===== src/rtl/csd_pkg.sv =====
// Package: constants shared by the chip-select decoder
`default_nettype none
package csd_pkg;
	localparam int ADDR_W = 32;
	localparam int DATA_W = 16;
	localparam int NUM_GROUPS = 4;
	localparam int SEL_PER_GROUP = 4;
	localparam int NUM_SEL = 16;
	localparam int WAIT_W = 3;
	localparam logic [2:0] MAX_WAIT = 3'h6;
	localparam logic [2:0] WAIT_EXT = 3'h7;
	// Finest block granularity: groups A/B bit 16 and up, C/D bit 12 and up
	localparam int MEM_GRAN_LSB = 16;
	localparam int PER_GRAN_LSB = 12;
	localparam int GROUP_A = 0;
	localparam int GROUP_D = 3;
	localparam int BOOT_IDX = 0;
	localparam int CARD_IDX = 15;
	localparam logic [15:0] SEL_EN_RESET = 16'h0001;
	localparam logic [31:0] BOOT_MASK_RESET = 32'hffff_ffff;
	localparam logic [2:0] BOOT_WAIT_RESET = 3'h6;
	localparam logic BOOT_WIDE_RESET = 1'b1;
	typedef enum logic [2:0] {
		CSD_IDLE = 3'b001,
		CSD_WAIT = 3'b010,
		CSD_DONE = 3'b100
	} csd_state_t;
endpackage
`default_nettype wire


===== src/rtl/csd_match.sv =====
// Address match for one chip select against its group and its own window
`timescale 1ns/1ps
`default_nettype none
module csd_match #(
	parameter int GRAN_LSB = 12
) (
	input wire logic [31:0] addr,
	input wire logic [31:0] group_base,
	input wire logic [31:0] group_mask,
	input wire logic [31:0] sel_cmp,
	input wire logic [31:0] sel_mask,
	input wire logic enable,
	output logic hit
);
	logic [31:0] gran_mask;
	logic [31:0] gm;
	logic [31:0] sm;
	always_comb begin
		// Bits below the granularity never take part in the decode
		gran_mask = ~((32'h1 << GRAN_LSB) - 32'h1);
		gm = ~group_mask & gran_mask;
		sm = ~sel_mask & gran_mask;
		hit = enable && (((addr ^ group_base) & gm) == 32'h0) && (((addr ^ sel_cmp) & sm) == 32'h0);
	end
endmodule // csd_match
`default_nettype wire


===== src/rtl/csd_decoder.sv =====
// Chip-select and memory-strobe generator for a 16-bit data processor bus
`timescale 1ns/1ps
`default_nettype none
module csd_decoder #(
	parameter int ADDR_W = csd_pkg::ADDR_W,
	parameter int NUM_SEL = csd_pkg::NUM_SEL
) (
	input wire logic clock,
	input wire logic nrst,
	input wire logic [ADDR_W-1:0] bus_addr,
	input wire logic bus_strobe,
	input wire logic bus_read,
	input wire logic bus_upper,
	input wire logic bus_lower,
	input wire logic transfer_acknowledge_n,
	input wire logic cfg_load,
	input wire logic [ADDR_W-1:0] cfg_group_base [csd_pkg::NUM_GROUPS],
	input wire logic [ADDR_W-1:0] cfg_group_mask [csd_pkg::NUM_GROUPS],
	input wire logic [ADDR_W-1:0] cfg_sel_cmp [NUM_SEL],
	input wire logic [ADDR_W-1:0] cfg_sel_mask [NUM_SEL],
	input wire logic [NUM_SEL-1:0] cfg_sel_enable,
	input wire logic [NUM_SEL-1:0] cfg_sel_wide,
	input wire logic [2:0] cfg_sel_wait [NUM_SEL],
	output logic [NUM_SEL-1:0] chip_select_n,
	output logic boot_select,
	output logic card_slot_select,
	output logic read_output_enable_n,
	output logic upper_byte_write_strobe_n,
	output logic lower_byte_write_strobe_n,
	output logic cycle_done,
	output logic cycle_wide
);
	// Transfer acknowledge comes from a pin, so it is synchronised first
	logic ack_s1_reg;
	logic ack_s2_reg;
	always_ff @(posedge clock) begin
		if (!nrst) begin
			ack_s1_reg <= 1'b1;
			ack_s2_reg <= 1'b1;
		end else begin
			ack_s1_reg <= transfer_acknowledge_n;
			ack_s2_reg <= ack_s1_reg;
		end
	end

	// Configuration registers
	logic [ADDR_W-1:0] gbase_reg [csd_pkg::NUM_GROUPS];
	logic [ADDR_W-1:0] gmask_reg [csd_pkg::NUM_GROUPS];
	logic [ADDR_W-1:0] scmp_reg [NUM_SEL];
	logic [ADDR_W-1:0] smask_reg [NUM_SEL];
	logic [NUM_SEL-1:0] sen_reg;
	logic [NUM_SEL-1:0] swide_reg;
	logic [2:0] swait_reg [NUM_SEL];
	logic [ADDR_W-1:0] gbase_next [csd_pkg::NUM_GROUPS];
	logic [ADDR_W-1:0] gmask_next [csd_pkg::NUM_GROUPS];
	logic [ADDR_W-1:0] scmp_next [NUM_SEL];
	logic [ADDR_W-1:0] smask_next [NUM_SEL];
	logic [NUM_SEL-1:0] sen_next;
	logic [NUM_SEL-1:0] swide_next;
	logic [2:0] swait_next [NUM_SEL];

	always_comb begin
		gbase_next = gbase_reg;
		gmask_next = gmask_reg;
		scmp_next = scmp_reg;
		smask_next = smask_reg;
		sen_next = sen_reg;
		swide_next = swide_reg;
		swait_next = swait_reg;
		if (cfg_load) begin
			gbase_next = cfg_group_base;
			gmask_next = cfg_group_mask;
			scmp_next = cfg_sel_cmp;
			smask_next = cfg_sel_mask;
			sen_next = cfg_sel_enable;
			swide_next = cfg_sel_wide;
			swait_next = cfg_sel_wait;
		end
	end

	always_ff @(posedge clock) begin
		if (!nrst) begin
			for (int g = 0; g < csd_pkg::NUM_GROUPS; g++) begin
				gbase_reg[g] <= '0;
				gmask_reg[g] <= '0;
			end
			for (int s = 0; s < NUM_SEL; s++) begin
				scmp_reg[s] <= '0;
				smask_reg[s] <= '0;
				swait_reg[s] <= csd_pkg::WAIT_EXT;
			end
			// Boot select decodes the whole space until software narrows it
			gmask_reg[csd_pkg::GROUP_A] <= csd_pkg::BOOT_MASK_RESET;
			smask_reg[csd_pkg::BOOT_IDX] <= csd_pkg::BOOT_MASK_RESET;
			swait_reg[csd_pkg::BOOT_IDX] <= csd_pkg::BOOT_WAIT_RESET;
			sen_reg <= csd_pkg::SEL_EN_RESET;
			swide_reg <= {NUM_SEL{1'b0}};
			swide_reg[csd_pkg::BOOT_IDX] <= csd_pkg::BOOT_WIDE_RESET;
		end else begin
			gbase_reg <= gbase_next;
			gmask_reg <= gmask_next;
			scmp_reg <= scmp_next;
			smask_reg <= smask_next;
			sen_reg <= sen_next;
			swide_reg <= swide_next;
			swait_reg <= swait_next;
		end
	end

	// Address decode, one matcher per select
	logic [NUM_SEL-1:0] hit;
	for (genvar i = 0; i < NUM_SEL; i++) begin : g_sel
		localparam int GRP = i / csd_pkg::SEL_PER_GROUP;
		localparam int GRAN = (GRP < 2) ? csd_pkg::MEM_GRAN_LSB : csd_pkg::PER_GRAN_LSB;
		csd_match #(.GRAN_LSB(GRAN)) u_match (
			.addr(bus_addr),
			.group_base(gbase_reg[GRP]),
			.group_mask(gmask_reg[GRP]),
			.sel_cmp(scmp_reg[i]),
			.sel_mask(smask_reg[i]),
			.enable(sen_reg[i]),
			.hit(hit[i])
		);
	end

	// Lowest-numbered hit wins so only one select ever drives
	logic [NUM_SEL-1:0] pick;
	logic [3:0] pick_idx;
	always_comb begin
		pick = '0;
		pick_idx = 4'h0;
		for (int s = NUM_SEL - 1; s >= 0; s--) begin
			if (hit[s]) begin
				pick = '0;
				pick[s] = 1'b1;
				pick_idx = 4'(s);
			end
		end
	end

	// Cycle sequencer
	csd_pkg::csd_state_t state_reg;
	csd_pkg::csd_state_t state_next;
	logic [NUM_SEL-1:0] sel_reg;
	logic [NUM_SEL-1:0] sel_next;
	logic [3:0] idx_reg;
	logic [3:0] idx_next;
	logic [2:0] wcnt_reg;
	logic [2:0] wcnt_next;
	logic rd_reg;
	logic rd_next;
	logic up_reg;
	logic up_next;
	logic lo_reg;
	logic lo_next;

	always_comb begin
		state_next = state_reg;
		sel_next = sel_reg;
		idx_next = idx_reg;
		wcnt_next = wcnt_reg;
		rd_next = rd_reg;
		up_next = up_reg;
		lo_next = lo_reg;
		unique case (state_reg)
			csd_pkg::CSD_IDLE: begin
				if (bus_strobe && (hit != '0)) begin
					sel_next = pick;
					idx_next = pick_idx;
					rd_next = bus_read;
					up_next = bus_upper;
					lo_next = bus_lower;
					wcnt_next = swait_reg[pick_idx];
					state_next = csd_pkg::CSD_WAIT;
				end
			end
			csd_pkg::CSD_WAIT: begin
				if (swait_reg[idx_reg] == csd_pkg::WAIT_EXT) begin
					if (!ack_s2_reg) begin
						state_next = csd_pkg::CSD_DONE;
					end
				end else if (wcnt_reg == 3'h0) begin
					state_next = csd_pkg::CSD_DONE;
				end else begin
					wcnt_next = wcnt_reg - 3'h1;
				end
			end
			csd_pkg::CSD_DONE: begin
				// Hold off a new cycle until the processor drops its strobe
				if (!bus_strobe) begin
					sel_next = '0;
					rd_next = 1'b0;
					up_next = 1'b0;
					lo_next = 1'b0;
					state_next = csd_pkg::CSD_IDLE;
				end
			end
			default: begin
				sel_next = '0;
				state_next = csd_pkg::CSD_IDLE;
			end
		endcase
	end

	always_ff @(posedge clock) begin
		if (!nrst) begin
			state_reg <= csd_pkg::CSD_IDLE;
			sel_reg <= '0;
			idx_reg <= 4'h0;
			wcnt_reg <= 3'h0;
			rd_reg <= 1'b0;
			up_reg <= 1'b0;
			lo_reg <= 1'b0;
		end else begin
			state_reg <= state_next;
			sel_reg <= sel_next;
			idx_reg <= idx_next;
			wcnt_reg <= wcnt_next;
			rd_reg <= rd_next;
			up_reg <= up_next;
			lo_reg <= lo_next;
		end
	end

	// Strobes stay asserted from the cycle start until the strobe is seen low in the done state
	assign chip_select_n = ~sel_reg;
	assign boot_select = sel_reg[csd_pkg::BOOT_IDX];
	assign card_slot_select = sel_reg[csd_pkg::CARD_IDX];
	assign read_output_enable_n = ~(rd_reg && (sel_reg != '0));
	// A narrow device only has the lower lane, so its write always uses that strobe
	assign upper_byte_write_strobe_n = ~(!rd_reg && up_reg && swide_reg[idx_reg]
		&& (sel_reg != '0));
	assign lower_byte_write_strobe_n = ~(!rd_reg && (sel_reg != '0)
		&& (lo_reg || (up_reg && !swide_reg[idx_reg])));
	assign cycle_done = (state_reg == csd_pkg::CSD_DONE);
	assign cycle_wide = swide_reg[idx_reg];
endmodule // csd_decoder
`default_nettype wire


===== config.mk =====
export PLATFORM = sky130hd
export DESIGN_NAME = csd_decoder
export DESIGN_NICKNAME = d
export VERILOG_FILES = /design/src/rtl/csd_pkg.sv /design/src/rtl/csd_match.sv /design/src/rtl/csd_decoder.sv
export SDC_FILE = /design/constraint.sdc
export NUM_CORES = 2
export LEC_CHECK = 0
export ABC_AREA = 1
export BUFFER_PORTS_ARGS = -buffer_cell sky130_fd_sc_hd__buf_2
export CELL_PAD_IN_SITES_DETAIL_PLACEMENT = 0
export CELL_PAD_IN_SITES_GLOBAL_PLACEMENT = 1
export CORE_AREA = 4 4 549 551
export DETAILED_ROUTE_END_ITERATION = 12
export DIE_AREA = 0 0 553 555
export PLACE_DENSITY = 0.44
export SYNTH_ARGS = -nofsm -noshare
export SYNTH_HDL_FRONTEND = slang
export SYNTH_SLANG_ARGS = --single-unit

===== constraint.sdc =====
create_clock -name clock -period 2.2 [get_ports clock]
set_input_delay 0.22 -clock clock [delete_from_list [all_inputs] [get_ports clock]]
set_output_delay 0.22 -clock clock [all_outputs]
set_load 0.1 [all_outputs]

# Yosys cells after proc, flatten, opt, wreduce, memory -nomap -nowiden
# Cells that the tools add are included.
[totals]
in_bits = 1400
reg_bits = 1391
output_inout_bits = 23
[op_classes]
n_lt_le_gt_ge = 3
n_mux = 60
n_bitwise = 67
n_reduce_logical = 73
eq_ne = 10
addsub = 1
[ops]
columns = ["op", "n"]
rows = [
  ["32-bit bitwise AND", 20],
  ["32-bit zero test", 20],
  ["32-bit NOT", 20],
  ["32-bit XOR", 20],
  ["16-bit 2-to-1 mux", 18],
  ["4-bit 2-to-1 mux", 16],
  ["16-bit case mux with 3 select lines", 1],
  ["1-bit logical AND", 40],
  ["3-bit 2-to-1 mux", 12],
  ["16-bit nonzero test", 2],
  ["3-bit binary-select mux with 4-bit select", 2],
  ["16-bit NOT", 1],
  ["5-bit greater-or-equal comparator (second input constant)", 2],
  ["4-bit NOT with 5-bit output", 2],
  ["3-bit case mux with 3 select lines", 1],
  ["2-bit inequality test (second input constant)", 4],
  ["4-bit AND reduction", 2],
  ["3-bit == test (second input constant)", 2],
  ["3-bit inequality test (second input constant)", 2],
  ["1-bit case mux with 2 select lines", 3],
  ["3-bit case mux with 2 select lines", 1],
  ["3-bit AND reduction", 2],
  ["4-bit by 5-bit < comparator with 1-bit output (second input constant)", 1],
  ["1-bit 2-to-1 mux", 5],
  ["10 further kinds", 15],
]

# Longest topological paths before layout
[logic_depth]
word_depth = 27
depth_mapped = 29
ltp_nobuf = 27

# By module
# From an unflattened synthesis, not the netlist that was laid out.
[unflattened]
cells_unflattened = 9223
hier_area_um2 = 61225.0
[by_module_without_submodules]
columns = ["mod", "cells_per_inst", "n_inst", "seq_area_each_um2", "area_per_inst_um2"]
rows = [
  ["csd_decoder", 6287, 1, 27846.7, 48602.9],
  ["csd_match (g_sel[10].u_match ...)", 200, 8, 0.0, 869.6],
  ["csd_match (g_sel[0].u_match ...)", 167, 8, 0.0, 708.2],
]

# Worst setup path before layout
# No wires, ideal clock.
[synth_path]
kind = "reg2reg"
from = "register state_reg[2]"
to = "register sel_reg[0]"
path_slack_ns = -1.556
t_required_ns = 2.071
arrival_ns = 3.627
path_stages_with_launch = 10
setup_ns = 0.129
n_path_buf = 2
cell_sequence = "dfxtp_1 -> inv_1 -> nor3_1 -> nand2_1 -> nand4_4 -> nor2_4 -> buf_6 -> buf_6 -> o21ai_1 -> nor2_1"
[synth_via]
elab_chain_len = 3
elab_cells_between_ends = 8
cone_classes = "5 x eq/ne; 1 x mux; 1 x bitwise; 1 x reduce/logical"
[synth_rtl]
columns = ["item", "line_no", "rtl"]
rows = [
  ["start, declared", "csd_decoder.sv:142", "csd_pkg::csd_state_t state_reg;"],
  ["start signal, assigned", "csd_decoder.sv:207", "state_reg <= csd_pkg::CSD_IDLE;"],
  ["start signal, assigned", "csd_decoder.sv:215", "state_reg <= state_next;"],
  ["3-bit == test (*)", "n/a", ""],
  ["named net cycle_done", "csd_decoder.sv:30", "output logic cycle_done,"],
  ["2-bit inequality test (no line)", "n/a", ""],
  ["3-bit AND reduction (no line)", "n/a", ""],
  ["end signal, assigned", "csd_decoder.sv:216", "sel_reg <= sel_next;"],
  ["end, declared", "csd_decoder.sv:144", "logic [NUM_SEL-1:0] sel_reg;"],
]
# The timed path passes the listed nets; every way through them passes the cells marked *.
# A chain may end at the register's enable or synchronous reset.

# Worst setup path in the final report
[layout_path]
from = "register gbase_reg[84] (netlist name)"
to = "register wcnt_reg[2]"
[layout_via]
elab_chain_len = 19
elab_cells_between_ends = 29
cone_classes = "1 x eq/ne; 13 x mux; 3 x bitwise; 12 x reduce/logical"
[layout_rtl]
columns = ["item", "line_no", "rtl"]
rows = [
  ["start, declared", "csd_decoder.sv:47", "logic [ADDR_W-1:0] gbase_reg [csd_pkg::NUM_GROUPS];"],
  ["start signal, assigned", "csd_decoder.sv:100", "gbase_reg <= gbase_next;"],
  ["32-bit XOR (*)", "csd_match.sv:23", "hit = enable && (((addr ^ group_base) & gm) == 32'h0) && (((addr ^ sel_cmp) & sm) == 32'h0);"],
  ["32-bit bitwise AND (*)", "csd_match.sv:23", ""],
  ["32-bit zero test (*)", "csd_match.sv:23", ""],
  ["1-bit logical AND (2 in series)", "csd_match.sv:23", ""],
  ["4-bit 2-to-1 mux (8 in series)", "csd_decoder.sv:133", "if (hit[s]) begin"],
  ["4-bit NOT with 5-bit output (implied by the code)", "csd_decoder.sv:173", "wcnt_next = swait_reg[pick_idx];"],
  ["3-bit binary-select mux with 4-bit select", "csd_decoder.sv:173", ""],
  ["3-bit 2-to-1 mux (implied by the code) (2 in series)", "csd_decoder.sv:173", ""],
  ["3-bit 2-to-1 mux", "csd_decoder.sv:167", "if (bus_strobe && (hit != '0)) begin"],
  ["3-bit case mux with 2 select lines", "csd_decoder.sv:165", "unique case (state_reg)"],
  ["end signal, assigned", "csd_decoder.sv:218", "wcnt_reg <= wcnt_next;"],
  ["end, declared", "csd_decoder.sv:148", "logic [2:0] wcnt_reg;"],
]
# Mark *: on every way between the ends. The rest lies on a longest branch, timed or not. The select of a mux whose other input is x is not followed.

==> metrics.cfg <==
[worst_setup_path]
r2r_cells=24
arrival_ns=3.73
worstPathRequired_ns=2.91
critPathCaptureType=flop
worstSetupStartpointType=flop
cp-endpoint=wcnt_reg[2]$_SDFFE_PN0P_
rr_startpoint=gbase_reg[84]$_SDFFE_PN0P_
critPathLaunch=gbase_reg[84]$_SDFFE_PN0P_
critical_path_class=reg2reg
r2r-end=wcnt_reg[2]$_SDFFE_PN0P_
path_max_fanout=7
reg2reg_setup_slack_ns=-0.82

[timing]
rsz0062_at_grt=yes
whs_ns=0.0970
maxSlewViolCount=0
fin_crit_ns=3.02
setup_viol=33
worstMarginPinSlew_ns=0.699
hold_viol_final=0
setup_slack_ns=-0.818
finalCritPeriodShare_pct=137
relSlewSlack_pct=53.4
fmax_mhz=331
skew_ns=0.0536

[hold_path]
worst_hold_path_type=in2reg
hold_path_startpoint=cfg_sel_cmp[79]

[status]
status=finished, violations left
failed_checks=setup timing

[global_route]
grt_busiest_layer=met2
met2_usage_pct=26.3
grt_max_degree=131
grt_use_met1_pct=22.5
grt_pass1_vias=43400
grt-ovfl-total=0
grt_pass1_wl_microns=354000
antenna_found_initial=123
met3_usage_pct=2.92
grt_usage_pct=16.4

[logic_synthesis]
synth_cells=5270
yosys_warnings=0
syn_area_sq_um=36600
yosysSeqAreaShare_pct=45.5
synth_edf_count=0
synth.avg_cell_area_sq_um=6.94
synth_seq_cells=831
syn-num-nets=6672
synthArstFlopShare_pct=0
synth_flop_cell=dfxtp_1
yosysUniqueCellTypes=55

[floorplanning]
die_h_microns=555
ios=1423
initial_core_util_pct=12.3
die_area_sq_um=307000
die_w_microns=553
coreArea_sq_um=296000
row_count=200

[routing]
vias=43700
vias_per_cell=3.82
routedWlPerCell_microns=22.9
first_pass_iters=5
initialDrtViolationCount=3020
ant_nets=0
drt-total-wl_microns=263000
drc=0

[finish]
n_fill_cell=33300
final_core_util_pct=21.5
layout.nets=8768
drive_gt1_share_pct=26.2
area_growth_pct=74.4
final_cells=11500

[power_and_ir_drop]
powerDensity_nw_per_um2=761
irDropWorstVdd_v=0.000774
leakagePower_nw=27.5

[cts]
clock_path_buffers=3
clk_pin_slew_ns=0.06
numCtsBuffers=113
clock_latency_ns=0.77
cts_tree=done
cts.sinks=831
root_buffer=clkbuf_16
h-tree-depth=3

[placed_design]
dpl.cell_count=10300
dp_hpwl_microns=211000
numPortBuffers=850
finalWeightedCongestion=0.838

[flow_run]
drv_cap=0

## cell type report
cell class / count / area (sq um) / area share (%)
clock buffer: 163 / 3250 / 5.09
sequential: 831 / 16700 / 26.2
inverter: 296 / 1190 / 1.87
timing repair buffer: 2319 / 18700 / 29.3
antenna: 52 / 130 / 0.204
tap: 3939 / 4930 / 7.73
clock inverter: 50 / 709 / 1.11
multi-input combinational: 3805 / 18200 / 28.5
## critical path: stages, from the launching register on
cell and delay, ns:
dfxtp_2 0.33, nor2_1 0.10, nor2_1 0.04, nand2_1 0.08, o21ai_2 0.08, nor2_4 0.14, o2111ai_2 0.16, nor2_4 0.24
buf_12 0.14, nand4_4 0.08, buf_12 0.17, buf_6 0.11, and2_4 0.14, nand2_4 0.07, nand2_4 0.06, nand2_8 0.13
buf_6 0.14, nand2_8 0.07, nand2_1 0.07, o211ai_1 0.10, nand3_1 0.10, nand3_1 0.09, nand2_1 0.10, nand2_2 0.05
a21oi_2 0.13
## stage by stage
stage	instance area, sq um	setup TNS (ns)	power [mW]	setup slack [ns]
final	63800	-18.61	48.5	-0.818
after floorplan	36800	-1.40	21.9	-0.131
after detailed placement	50200	-46.57	27.2	-1.96
after CTS	63000	-23.72	49.0	-0.892
after global placement	50200	-45.70	27.2	-2.04
after global routing	63700	-22.99	50.8	-0.981
## Yosys cell counts, types with 11 or more instances
cell / instances / share of area, %
nand2_1: 626 / 6.4
nand4_1: 67 / 1.1
o21ai_0: 894 / 12
nand3b_1: 15 / 0.31
xnor2_1: 64 / 1.5
buf_6: 33 / 1.0
clkbuf_1: 270 / 2.8
o22ai_1: 12 / 0.21
o21ai_1: 22 / 0.30
nor2_1: 1441 / 15
nor3b_1: 13 / 0.27
dfxtp_1: 831 / 45
buf_2: 16 / 0.22
o211ai_1: 12 / 0.25
inv_1: 280 / 2.9
buf_4: 16 / 0.33
a21oi_1: 349 / 4.8
nor3_1: 19 / 0.26
nor4_1: 13 / 0.22
nand3_1: 181 / 2.5
inv_2: 11 / 0.11
## where the power goes
group          switching, mW  internal (mW)
clock                   8.20           11.5
combinational           6.87           4.88
sequential             0.815           16.3
## cells in the final DEF, fill, tap and decap left out, types with 20 or more instances in the layout
cell              n
clkbuf_16       114
buf_4           543
nor2_1         1415
inv_1           257
nand4_1          67
a21oi_1         329
clkinv_2         20
buf_12           94
buf_6            30
nand3_1         156
xnor2_1          62
dfxtp_2          21
clkbuf_1         27
diode_2          52
a21oi_2          21
nand3_2          22
nand2_1         594
dlygate4sd3_1   815
clkbuf_8         23
dfxtp_1         804
nand2_2          24
o21ai_0         858
o21ai_1          35
buf_2           833
## layer usage
layer | up-vias | part of all wire [%]
met1 | 20500 | 47
met5 | - | 0.12
met2 | 1385 | 45
met3 | 334 | 5.6
met4 | 54 | 2.9
li1 | 21500 | -
## kinds of logic after synthesis
group | Yosys count | synth area share [%]
flip-flops | 831 | 45.5
buffers and inverters | 637 | 7.49
AND/OR/NAND/NOR | 2415 | 26.9
XOR/XNOR | 69 | 1.65
AO/OA/AOI/OAI | 1316 | 18.4
adder cells (fa/ha/maj) | 2 | 0.0684
## worst min path at each step
stage / depth (start not counted) / slack [ns] / endpoint
finish: 4 / 0.1 / scmp_reg[79]$_SDFFE_PN0P_
global route: 3 / 0.05 / smask_reg[77]$_SDFFE_PN0P_
CTS: 3 / 0.001 / smask_reg[505]$_SDFFE_PN1P_
detailed placement: 2 / 0.42 / ack_s1_reg$_SDFF_PN1_
global placement: 2 / 0.42 / ack_s1_reg$_SDFF_PN1_
floorplan: 1 / 0.33 / ack_s1_reg$_SDFF_PN1_
## what timing repair did
item,CTS,global route
resized for setup,120,191
endpoints found under the setup margin,34,33
cloned,5,1
pin swaps,34,65
setup buffers,16,19
hold buffers,815,0
endpoints found under the hold margin,808,0
Note: power is estimated with default switching activity, not from simulation.
